$ cat config.mk
export PLATFORM = sky130hd
export DESIGN_NAME = omd_bank
export DESIGN_NICKNAME = d
export VERILOG_FILES = /design/src/omd_pkg.sv /design/src/omd_bank.sv
export VERILOG_INCLUDE_DIRS = /design/src
export SDC_FILE = /design/constraint.sdc
export NUM_CORES = 1
export LEC_CHECK = 0
export ABC_AREA = 1
export BUFFER_PORTS_ARGS = -buffer_cell sky130_fd_sc_hd__buf_4
export CAP_MARGIN = 20
export CORE_UTILIZATION = 40
export CTS_BUF_LIST = sky130_fd_sc_hd__clkbuf_16
export CTS_CLUSTER_SIZE = 24
export DETAILED_ROUTE_END_ITERATION = 8
export PLACE_DENSITY = 0.69
export SYNTH_ARGS = -nofsm -noshare
export SYNTH_HDL_FRONTEND = slang
export SYNTH_SLANG_ARGS = --single-unit
$ cat constraint.sdc
create_clock -name clk_sys -period 3.4 [get_ports clk_sys]
set_input_delay 0.51 -clock clk_sys [delete_from_list [all_inputs] [get_ports clk_sys]]
set_output_delay 0.51 -clock clk_sys [all_outputs]
set_load 0.01 [all_outputs]
$ cat src/omd_regs.svh
/*
  Constants of the output-module diagnostic record bank: object numbers,
  record layout, fixed descriptor values and timing counts.
  Assumes inclusion by the bank module only, not by omd_pkg.sv.
*/
`ifndef OMD_REGS_SVH
`define OMD_REGS_SVH

// Record-set numbers.
`define OMD_DS_PARAM      8'h00
`define OMD_DS_DIAG       8'h01
// CANopen indices.
`define OMD_IX_PARAM      16'h3100
`define OMD_IX_DIAG_SHORT 16'h2f00
`define OMD_IX_DIAG_FULL  16'h2f01
// Industrial Ethernet diagnostic index, parameter subentries and diagnostic subentries.
`define OMD_SX_DIAG       16'h5005
`define OMD_SX_PARAM_LO   8'h01
`define OMD_SX_PARAM_HI   8'h03
`define OMD_SX_BYTE_LO    8'h02
`define OMD_SX_BYTE_HI    8'h11
`define OMD_SX_STAMP      8'h13
// Parameter byte positions.
`define OMD_P_DIAG        2'd0
`define OMD_P_WB          2'd1
`define OMD_P_SC          2'd2
`define OMD_P_COUNT       5'd3
// Diagnostic record layout.
`define OMD_R_ERR_A       5'd0
`define OMD_R_MODINFO     5'd1
`define OMD_R_RSVD        5'd2
`define OMD_R_ERR_D       5'd3
`define OMD_R_KIND        5'd4
`define OMD_R_BITS        5'd5
`define OMD_R_CHANS       5'd6
`define OMD_R_MAP         5'd7
`define OMD_R_DETAIL      5'd8
`define OMD_R_STAMP       5'd16
`define OMD_R_SHORT_LEN   5'd4
`define OMD_R_LEN         5'd20
// Parameter values and fixed descriptors.
`define OMD_DIAG_OFF      8'h00
`define OMD_DIAG_ON       8'h40
`define OMD_PARAM_RST     8'h00
`define OMD_MODINFO       8'h1f
`define OMD_CHAN_KIND     8'h72
`define OMD_DIAG_BITS     8'h08
`define OMD_CHAN_COUNT    8'h08
// Timing: one microsecond at the 10 ns system clock.
`define OMD_US_NS         1000
`define OMD_CLK_NS        10
`define OMD_US_CYCLES     (`OMD_US_NS / `OMD_CLK_NS)

`endif

$ cat src/omd_pkg.sv
/*
  Types of the output-module diagnostic record bank.
  Assumes omd_regs.svh sits in the include path.
*/
package omd_pkg;
  // Addressing scheme of a request.
  typedef enum logic [1:0] {
    OMD_KIND_RECSET = 2'b00,
    OMD_KIND_CANIX  = 2'b01,
    OMD_KIND_ETHSX  = 2'b10
  } omd_kind_t;
endpackage : omd_pkg

$ cat src/omd_bank.sv
/*
  Parameter and diagnostic record bank of an eight-channel digital output
  module, reached by record set, CANopen index or Ethernet subindex.
  Assumes fault inputs come from asynchronous detection circuits and the
  request port from logic on clk_sys.
*/
`timescale 1ns/1ps
`include "omd_regs.svh"

module omd_bank
  import omd_pkg::*;
(
  input  wire logic        clk_sys,
  input  wire logic        rst,
  input  wire logic        ce,
  input  wire logic        sys_stopped,
  input  wire logic [7:0]  slot_number,
  input  wire logic        req_valid,
  input  wire logic        req_write,
  input  wire omd_kind_t   req_kind,
  input  wire logic [15:0] req_object,
  input  wire logic [7:0]  req_sub,
  input  wire logic [4:0]  req_byte,
  input  wire logic [7:0]  req_wdata,
  input  wire logic        module_fail_pin,
  input  wire logic        comm_error_pin,
  input  wire logic        aux_missing_pin,
  input  wire logic [7:0]  short_high_pin,
  input  wire logic [7:0]  short_low_pin,
  input  wire logic [7:0]  wire_break_pin,
  output wire logic        rsp_valid,
  output wire logic        rsp_error,
  output wire logic [7:0]  rsp_rdata,
  output wire logic [7:0]  wire_break_detect_en,
  output wire logic [7:0]  short_detect_en,
  output wire logic        diag_event
);

  localparam int NIN = 27;

  logic [NIN-1:0] sync1_q;
  logic [NIN-1:0] sync2_q;
  logic           mf_s;
  logic           comm_s;
  logic           aux_s;
  logic [7:0]     shi_s;
  logic [7:0]     slo_s;
  logic [7:0]     wb_s;

  // Two-stage synchroniser on every fault pin; only stage two is read.
  always_ff @(posedge clk_sys) begin
    if (rst) begin
      sync1_q <= '0;
      sync2_q <= '0;
    end else if (ce) begin
      sync1_q <= {module_fail_pin, comm_error_pin, aux_missing_pin,
                  short_high_pin, short_low_pin, wire_break_pin};
      sync2_q <= sync1_q;
    end
  end

  assign {mf_s, comm_s, aux_s, shi_s, slo_s, wb_s} = sync2_q;

  // Microsecond ticker with a cycle prescaler.
  logic [6:0]  pre_q;
  logic [6:0]  pre_d;
  logic [31:0] tick_q;
  logic [31:0] tick_d;
  logic        us_wrap;

  always_comb begin
    us_wrap = (pre_q == 7'(`OMD_US_CYCLES - 1));
    pre_d   = us_wrap ? 7'h00 : 7'(pre_q + 7'h01);
    tick_d  = us_wrap ? 32'(tick_q + 32'h1) : tick_q;
  end

  always_ff @(posedge clk_sys) begin
    if (rst) begin
      pre_q  <= '0;
      tick_q <= '0;
    end else if (ce) begin
      pre_q  <= pre_d;
      tick_q <= tick_d;
    end
  end

  // Parameter bytes.
  logic [7:0] diag_interrupt_enable_q;
  logic [7:0] wire_break_enable_q;
  logic [7:0] short_detect_enable_q;

  // Live diagnostic state.
  logic       diag_on;
  logic       param_err;
  logic [7:0] wb_f;
  logic [7:0] shi_f;
  logic [7:0] slo_f;
  logic [7:0] detail_d [8];
  logic [7:0] map_d;
  logic [7:0] err_a_d;
  logic [7:0] err_d_d;
  logic       new_fault;

  logic [7:0] detail_q [8];
  logic [7:0] map_q;
  logic [7:0] err_a_q;
  logic [7:0] err_d_q;
  logic [31:0] stamp_q;
  logic [31:0] stamp_d;
  logic       event_q;

  // Builds the fault picture from the enables and the synchronised pins.
  always_comb begin
    diag_on   = (diag_interrupt_enable_q == `OMD_DIAG_ON);
    param_err = (diag_interrupt_enable_q != `OMD_DIAG_OFF) && !diag_on;
    wb_f      = wb_s & wire_break_enable_q;
    shi_f     = shi_s & short_detect_enable_q;
    slo_f     = slo_s & short_detect_enable_q;
    new_fault = 1'b0;
    for (int i = 0; i < 8; i++) begin
      // Reserved bits 1 and 7..5 stay zero.
      detail_d[i] = {3'b000, wb_f[i], slo_f[i], shi_f[i], 1'b0, param_err};
      map_d[i]    = |detail_d[i];
      new_fault   = new_fault | (|(detail_d[i] & ~detail_q[i]));
    end
    err_a_d = {param_err, 2'b00, aux_s, |map_d,
               aux_s | (|map_d), mf_s | comm_s, mf_s};
    err_d_d = {3'b000, comm_s, 4'h0};
    if (!diag_on) begin
      // A parameter error shows as 80h in the first error byte; all else reads zero.
      err_a_d = param_err ? {1'b1, 7'h00} : 8'h00;
      err_d_d = 8'h00;
      map_d   = 8'h00;
      for (int i = 0; i < 8; i++) begin
        detail_d[i] = 8'h00;
      end
    end
    new_fault = diag_on &&
                (new_fault || |((err_a_d & ~err_a_q) | (err_d_d & ~err_d_q)));
    stamp_d   = new_fault ? tick_q : stamp_q;
  end

  always_ff @(posedge clk_sys) begin
    if (rst) begin
      map_q   <= '0;
      err_a_q <= '0;
      err_d_q <= '0;
      stamp_q <= '0;
      event_q <= 1'b0;
      for (int i = 0; i < 8; i++) begin
        detail_q[i] <= '0;
      end
    end else if (ce) begin
      map_q   <= map_d;
      err_a_q <= err_a_d;
      err_d_q <= err_d_d;
      stamp_q <= stamp_d;
      event_q <= new_fault;
      for (int i = 0; i < 8; i++) begin
        detail_q[i] <= detail_d[i];
      end
    end
  end

  // Record image as the controller sees it.
  logic [7:0] rec [20];

  always_comb begin
    rec[`OMD_R_ERR_A]   = err_a_q;
    rec[`OMD_R_MODINFO] = `OMD_MODINFO;
    rec[`OMD_R_RSVD]    = 8'h00;
    rec[`OMD_R_ERR_D]   = err_d_q;
    rec[`OMD_R_KIND]    = `OMD_CHAN_KIND;
    rec[`OMD_R_BITS]    = `OMD_DIAG_BITS;
    rec[`OMD_R_CHANS]   = `OMD_CHAN_COUNT;
    rec[`OMD_R_MAP]     = map_q;
    for (int i = 0; i < 8; i++) begin
      rec[`OMD_R_DETAIL + 5'(i)] = detail_q[i];
    end
    for (int i = 0; i < 4; i++) begin
      rec[`OMD_R_STAMP + 5'(i)] = stamp_q[8*i +: 8];
    end
  end

  // Request decode.
  logic       hit;
  logic       is_param;
  logic [1:0] pidx;
  logic [4:0] rbyte;
  logic [4:0] rlen;
  logic [15:0] eth_param;

  always_comb begin
    hit       = 1'b0;
    is_param  = 1'b0;
    pidx      = 2'd0;
    rbyte     = req_byte;
    rlen      = `OMD_R_LEN;
    eth_param = 16'(`OMD_IX_PARAM + {8'h00, slot_number});
    case (req_kind)
      OMD_KIND_RECSET: begin
        if (req_object == {8'h00, `OMD_DS_PARAM} && req_write) begin
          is_param = (req_byte < `OMD_P_COUNT);
          pidx     = req_byte[1:0];
          hit      = is_param;
        end else if (req_object == {8'h00, `OMD_DS_PARAM}) begin
          rlen = `OMD_R_SHORT_LEN;
          hit  = 1'b1;
        end else if (req_object == {8'h00, `OMD_DS_DIAG}) begin
          hit  = 1'b1;
        end
      end
      OMD_KIND_CANIX: begin
        if (req_object >= `OMD_IX_PARAM &&
            req_object < 16'(`OMD_IX_PARAM + 16'(`OMD_P_COUNT))) begin
          is_param = 1'b1;
          pidx     = req_object[1:0];
          hit      = 1'b1;
        end else if (req_object == `OMD_IX_DIAG_SHORT) begin
          rlen = `OMD_R_SHORT_LEN;
          hit  = 1'b1;
        end else if (req_object == `OMD_IX_DIAG_FULL) begin
          hit  = 1'b1;
        end
      end
      OMD_KIND_ETHSX: begin
        if (req_object == eth_param && req_sub >= `OMD_SX_PARAM_LO &&
            req_sub <= `OMD_SX_PARAM_HI) begin
          is_param = 1'b1;
          pidx     = 2'(req_sub - `OMD_SX_PARAM_LO);
          hit      = 1'b1;
        end else if (req_object == `OMD_SX_DIAG &&
                     req_sub >= `OMD_SX_BYTE_LO &&
                     req_sub <= `OMD_SX_BYTE_HI) begin
          rbyte = 5'(req_sub - `OMD_SX_BYTE_LO);
          hit   = 1'b1;
        end else if (req_object == `OMD_SX_DIAG &&
                     req_sub == `OMD_SX_STAMP) begin
          rbyte = 5'(`OMD_R_STAMP + {3'b000, req_byte[1:0]});
          hit   = 1'b1;
        end
      end
      default: hit = 1'b0;
    endcase
    if (!is_param && rbyte >= rlen) begin
      hit = 1'b0;
    end
  end

  // Parameter writes and the one-cycle answer.
  logic [7:0] diag_interrupt_enable_d;
  logic [7:0] wire_break_enable_d;
  logic [7:0] short_detect_enable_d;
  logic       rsp_valid_q;
  logic       rsp_valid_d;
  logic       rsp_error_q;
  logic       rsp_error_d;
  logic [7:0] rsp_rdata_q;
  logic [7:0] rsp_rdata_d;
  logic       wr_ok;

  always_comb begin
    diag_interrupt_enable_d = diag_interrupt_enable_q;
    wire_break_enable_d     = wire_break_enable_q;
    short_detect_enable_d   = short_detect_enable_q;
    rsp_valid_d = req_valid;
    rsp_error_d = 1'b0;
    rsp_rdata_d = 8'h00;
    // Parameter writes outside the stopped state are refused.
    wr_ok = req_valid && req_write && hit && is_param && sys_stopped;
    if (req_valid) begin
      if (!hit || (req_write && !wr_ok)) begin
        rsp_error_d = 1'b1;
      end else if (!req_write && is_param) begin
        case (pidx)
          `OMD_P_DIAG: rsp_rdata_d = diag_interrupt_enable_q;
          `OMD_P_WB:   rsp_rdata_d = wire_break_enable_q;
          `OMD_P_SC:   rsp_rdata_d = short_detect_enable_q;
          default:     rsp_rdata_d = 8'h00;
        endcase
      end else if (!req_write) begin
        rsp_rdata_d = rec[rbyte];
      end
    end
    if (wr_ok) begin
      case (pidx)
        `OMD_P_DIAG: diag_interrupt_enable_d = req_wdata;
        `OMD_P_WB:   wire_break_enable_d     = req_wdata;
        `OMD_P_SC:   short_detect_enable_d   = req_wdata;
        default:     diag_interrupt_enable_d = diag_interrupt_enable_q;
      endcase
    end
  end

  always_ff @(posedge clk_sys) begin
    if (rst) begin
      diag_interrupt_enable_q <= `OMD_PARAM_RST;
      wire_break_enable_q     <= `OMD_PARAM_RST;
      short_detect_enable_q   <= `OMD_PARAM_RST;
      rsp_valid_q             <= 1'b0;
      rsp_error_q             <= 1'b0;
      rsp_rdata_q             <= 8'h00;
    end else if (ce) begin
      diag_interrupt_enable_q <= diag_interrupt_enable_d;
      wire_break_enable_q     <= wire_break_enable_d;
      short_detect_enable_q   <= short_detect_enable_d;
      rsp_valid_q             <= rsp_valid_d;
      rsp_error_q             <= rsp_error_d;
      rsp_rdata_q             <= rsp_rdata_d;
    end
  end

  assign rsp_valid            = rsp_valid_q;
  assign rsp_error            = rsp_error_q;
  assign rsp_rdata            = rsp_rdata_q;
  assign wire_break_detect_en = wire_break_enable_q;
  assign short_detect_en      = short_detect_enable_q;
  assign diag_event           = event_q;

  // Helper views for the checks below.
  logic [7:0] wb_seen;
  logic [7:0] sc_seen;
  logic [7:0] map_calc;

  always_comb begin
    for (int i = 0; i < 8; i++) begin
      wb_seen[i]  = detail_q[i][4];
      sc_seen[i]  = detail_q[i][2] | detail_q[i][3];
      map_calc[i] = |detail_q[i];
    end
  end

  property p_tick;
    @(posedge clk_sys) disable iff (rst)
      (ce && us_wrap) |=> (tick_q == 32'($past(tick_q) + 32'h1));
  endproperty
  a_tick: assert property (p_tick) else $error("Ticker missed a step.");

  property p_diag_off;
    @(posedge clk_sys) disable iff (rst)
      (diag_interrupt_enable_q == `OMD_DIAG_OFF) |=> (map_q == 8'h00);
  endproperty
  a_diag_off: assert property (p_diag_off) else $error("Map set while off.");

  property p_wb_gate;
    @(posedge clk_sys) disable iff (rst)
      ##1 ((wb_seen & ~$past(wire_break_enable_q)) == 8'h00);
  endproperty
  a_wb_gate: assert property (p_wb_gate) else $error("Wire-break ungated.");

  property p_sc_gate;
    @(posedge clk_sys) disable iff (rst)
      ##1 ((sc_seen & ~$past(short_detect_enable_q)) == 8'h00);
  endproperty
  a_sc_gate: assert property (p_sc_gate) else $error("Short flag ungated.");

  property p_ds_short;
    @(posedge clk_sys) disable iff (rst)
      (ce && req_valid && !req_write && req_kind == OMD_KIND_RECSET &&
       req_object == 16'h0000 && req_byte == 5'd4) |=> rsp_valid && rsp_error;
  endproperty
  a_ds_short: assert property (p_ds_short) else $error("Byte 4 of set 0.");

  property p_can_full;
    @(posedge clk_sys) disable iff (rst)
      (ce && req_valid && !req_write && req_kind == OMD_KIND_CANIX &&
       req_object == `OMD_IX_DIAG_FULL && req_byte == `OMD_R_KIND)
      |=> rsp_valid && !rsp_error && rsp_rdata == `OMD_CHAN_KIND;
  endproperty
  a_can_full: assert property (p_can_full) else $error("Bad 2F01h read.");

  property p_eth_first;
    @(posedge clk_sys) disable iff (rst)
      (ce && req_valid && !req_write && req_kind == OMD_KIND_ETHSX &&
       req_object == `OMD_SX_DIAG && req_sub == `OMD_SX_BYTE_LO)
      |=> rsp_valid && rsp_rdata == $past(err_a_q);
  endproperty
  a_eth_first: assert property (p_eth_first) else $error("Bad 5005h read.");

  property p_param_wr;
    @(posedge clk_sys) disable iff (rst)
      (ce && req_valid && req_write && req_kind == OMD_KIND_CANIX &&
       req_object == 16'h3101 && sys_stopped)
      |=> !rsp_error && wire_break_enable_q == $past(req_wdata);
  endproperty
  a_param_wr: assert property (p_param_wr) else $error("Bad 3101h write.");

  property p_run_refuse;
    @(posedge clk_sys) disable iff (rst)
      (ce && req_valid && req_write && !sys_stopped)
      |=> rsp_error && $stable(diag_interrupt_enable_q);
  endproperty
  a_run_refuse: assert property (p_run_refuse) else $error("Write in run.");

  property p_summary;
    @(posedge clk_sys) disable iff (rst)
      (err_a_q[3] == |map_q) && (err_a_q[6:5] == 2'b00) && (map_q == map_calc);
  endproperty
  a_summary: assert property (p_summary) else $error("Summary mismatch.");

  property p_stamp;
    @(posedge clk_sys) disable iff (rst)
      (ce && new_fault) |=> (stamp_q == $past(tick_q)) && diag_event;
  endproperty
  a_stamp: assert property (p_stamp) else $error("Stamp not taken.");

  c_event: cover property (@(posedge clk_sys) disable iff (rst) event_q);
  c_refuse: cover property (@(posedge clk_sys) disable iff (rst)
    rsp_valid && rsp_error);
  c_wb: cover property (@(posedge clk_sys) disable iff (rst) |wb_seen);

endmodule : omd_bank

==> reports/metrics.yaml <==
cells_and_area:
  postLayoutCoreUtil_pct: 48.1
  stdcell_count: 1838
  syn2layout_area_growth_pct: 17.3
  final_area_um2: 11700
  drive_above_1_share_pct: 13.8
  nNetsFinal: 1588
  antennaDiodeCount: 0
synth:
  synth.area.top_cells: "dfxtp_1, nand2_1, edfxtp_1, o21ai_0, nor2_1"
  yosysSeqAreaShare_pct: 42.9
  synth_top_area_share_pct: 35.1
  ys.flop_type: "dfxtp_1"
  post-synth-top-count-cell: "nand2_1"
  ys_ff_latch: 201
  synthTopCellsByCount: "nand2_1, dfxtp_1, nor2_1"
  synth_edf_count: 26
  ys_warn_count: 0
  syn_inst: 1404
  syn_area_per_cell_um2: 7.12
  async_flop_share_pct: 0
  synthesis.area_um2: 9990
  netlist-cell-type-count: 53
  yosysTopAreaCell: "dfxtp_1"
power:
  irDropWorstVdd_mv: 0.317
  p_leak_nw: 4.79
  pwr_density_cell_nw_per_um2: 432
  total_power_mw: 5.06
sta:
  layout_setup_ws_ps: 586
  relSlewSlack_pct: 51.0
  fin_skew_ps: 25.1
  hold_ws_ps: 194
  rsz0062_at_grt: "false"
  fin_setup_tns_ps: 0
  slew_violations: 0
  max_freq_mhz: 355
  setup_viol: 0
  period_share_pct: 82.8
  worst_pin_slew_ps: 735
  layout_min_cycle_time_ps: 2810
  hold_violations: 0
drt:
  wl_per_cell_um: 15.4
  routed_via_density: 5.25
  firstDrtPassIters: 5
  drt_first_iter_violations: 849
  vias: 9641
  wirelength_um: 28300
  drtAntennaViolNets: 0
  route.detailed.drc: 0
outcome:
  status: "finished clean"
placement:
  post-place-ws_ps: 385
  dp.cells: 1801
  dpl_cell_area_um2: 11100
  port_buffers: 106
  place.gp.congestion: 0.917
  dp_hpwl_um: 21100
hold_path:
  hold_path_class: "in2reg"
  holdCritStartpoint: "short_low_pin[1]"
worst_setup_path:
  path_class: "reg2reg"
  crit_chain: "nor4_1 -> nand2_1 -> nor2_2 -> inv_1 -> nor2_1 -> inv_1 -> nor2_2 -> inv_1 -> nor2_1 -> a2111o_1"
  rr_startpoint: "diag_interrupt_enable_q[7]$_SDFFE_PP0P_"
  slowest_delay_ps: 400
  cp.required_ps: 3860
  worstPathMaxFanout: 22
  cp_common_cell: "inv_1"
  cp-start-kind: "flop"
  crit_start: "diag_interrupt_enable_q[7]$_SDFFE_PP0P_"
  slowest_stage: "inv_1"
  worst_setup_path_end_kind: "flop"
  worstPathArrival_ps: 3270
grt:
  grt_pass1_wl_um: 46400
  grt_max_degree: 74
  antenna_found_initial: 0
  grtUsageTotal_pct: 22.1
  grt_pass1_vias: 9012
  gr-total-overflow: 0
clock_tree:
  clock_latency_ps: 510
  path_clk_slew_ps: 70
  cts_num_sinks: 201
  cts_inserted_buffers: 21
  h-tree-depth: 1
  cts_hold_buf: 0
  cts_tree: "done"
  cts.path.max_buffers: 3
  ctsResizeCount: 0
  clock-root-buffer: "clkbuf_16"
  cts_setup_buffers: 0
floorplan:
  die_w_um: 160
  core_um2: 24400
  die_height_um: 160
  start_util_pct: 41.0
  core.rowCount: 57
  io_pins: 107
  die_area_um2: 25600
job:
  max_cap_viol_count: 0
-- cell type report --
| class | instances | area (um^2) |
|---|---|---|
| fill | 2470 | 12700 |
| multi-input combinational | 993 | 4850 |
| sequential | 201 | 4280 |
| timing repair buffer | 123 | 923 |
| inverter | 160 | 603 |
| clock buffer | 22 | 551 |
| tap | 324 | 405 |
| clock inverter | 15 | 101 |
-- critical path: cells and delay by family, from the launching register on --
kind / cells / cell delay, ps
compound gates: 1 / 130
buf+inv: 3 / 750
flops: 1 / 340
simple gates: 6 / 1570
-- flip-flops by register name (all words and copies together), names as in the netlist --
register / count
err_d_q: 1
wire_break_detect_en: 8
short_detect_en: 8
stamp_q: 32
detail_q: 26
pre_q: 7
diag_event: 1
rsp_rdata: 8
err_a_q: 6
sync1_q: 27
tick_q: 32
diag_interrupt_enable_q: 8
sync2_q: 27
map_q: 8
rsp_valid: 1
rsp_error: 1
-- per-layer routing --
| metal | routed length (um) | up-vias | global-route usage (%) |
|---|---|---|---|
| met4 | 725 | 0 | 6.93 |
| met1 | 13700 | 4427 | 32.2 |
| met5 | 0 | - | 0 |
| met3 | 1950 | 45 | 2.68 |
| li1 | - | 4803 | - |
| met2 | 12000 | 366 | 33.8 |
-- where the power goes --
part           leakage, nW  switching, mW  internal, mW
Combinational         2.74          0.234         0.141
Sequential            1.70         0.0231          2.45
Clock                0.341          0.960          1.25
-- path summary, 6_finish.rpt --
check,to,slack [ps],cells after the start
min reg2reg,rsp_rdata[2]$_SDFFE_PP0P_,460,2
max reg2reg,map_q[3]$_SDFFE_PP0P_,590,10
min,sync1_q[9]$_SDFFE_PP0P_,190,3
max,map_q[3]$_SDFFE_PP0P_,590,10
-- cells in the final DEF (no fill, tap or decap), types with 13 or more instances in the layout --
| cell | count |
|---|---|
| dfxtp_1 | 175 |
| edfxtp_1 | 26 |
| inv_2 | 13 |
| nor2_1 | 158 |
| nand2_1 | 330 |
| a21oi_1 | 91 |
| nor3_1 | 22 |
| nand4_1 | 22 |
| clkbuf_16 | 22 |
| buf_4 | 123 |
| inv_1 | 149 |
| o21ai_0 | 143 |
| nand3_1 | 89 |
-- cells by family after synthesis --
logic type / after synthesis / share of synthesized area [%]
compound gates: 282 / 15.2
xor+xnor: 17 / 1.49
fa+ha+maj: 8 / 1.00
buf+inv: 211 / 8.73
flops: 201 / 42.9
other cells: 1 / 0.0375
simple gates: 684 / 30.7
(Power assumes the default switching activity.)
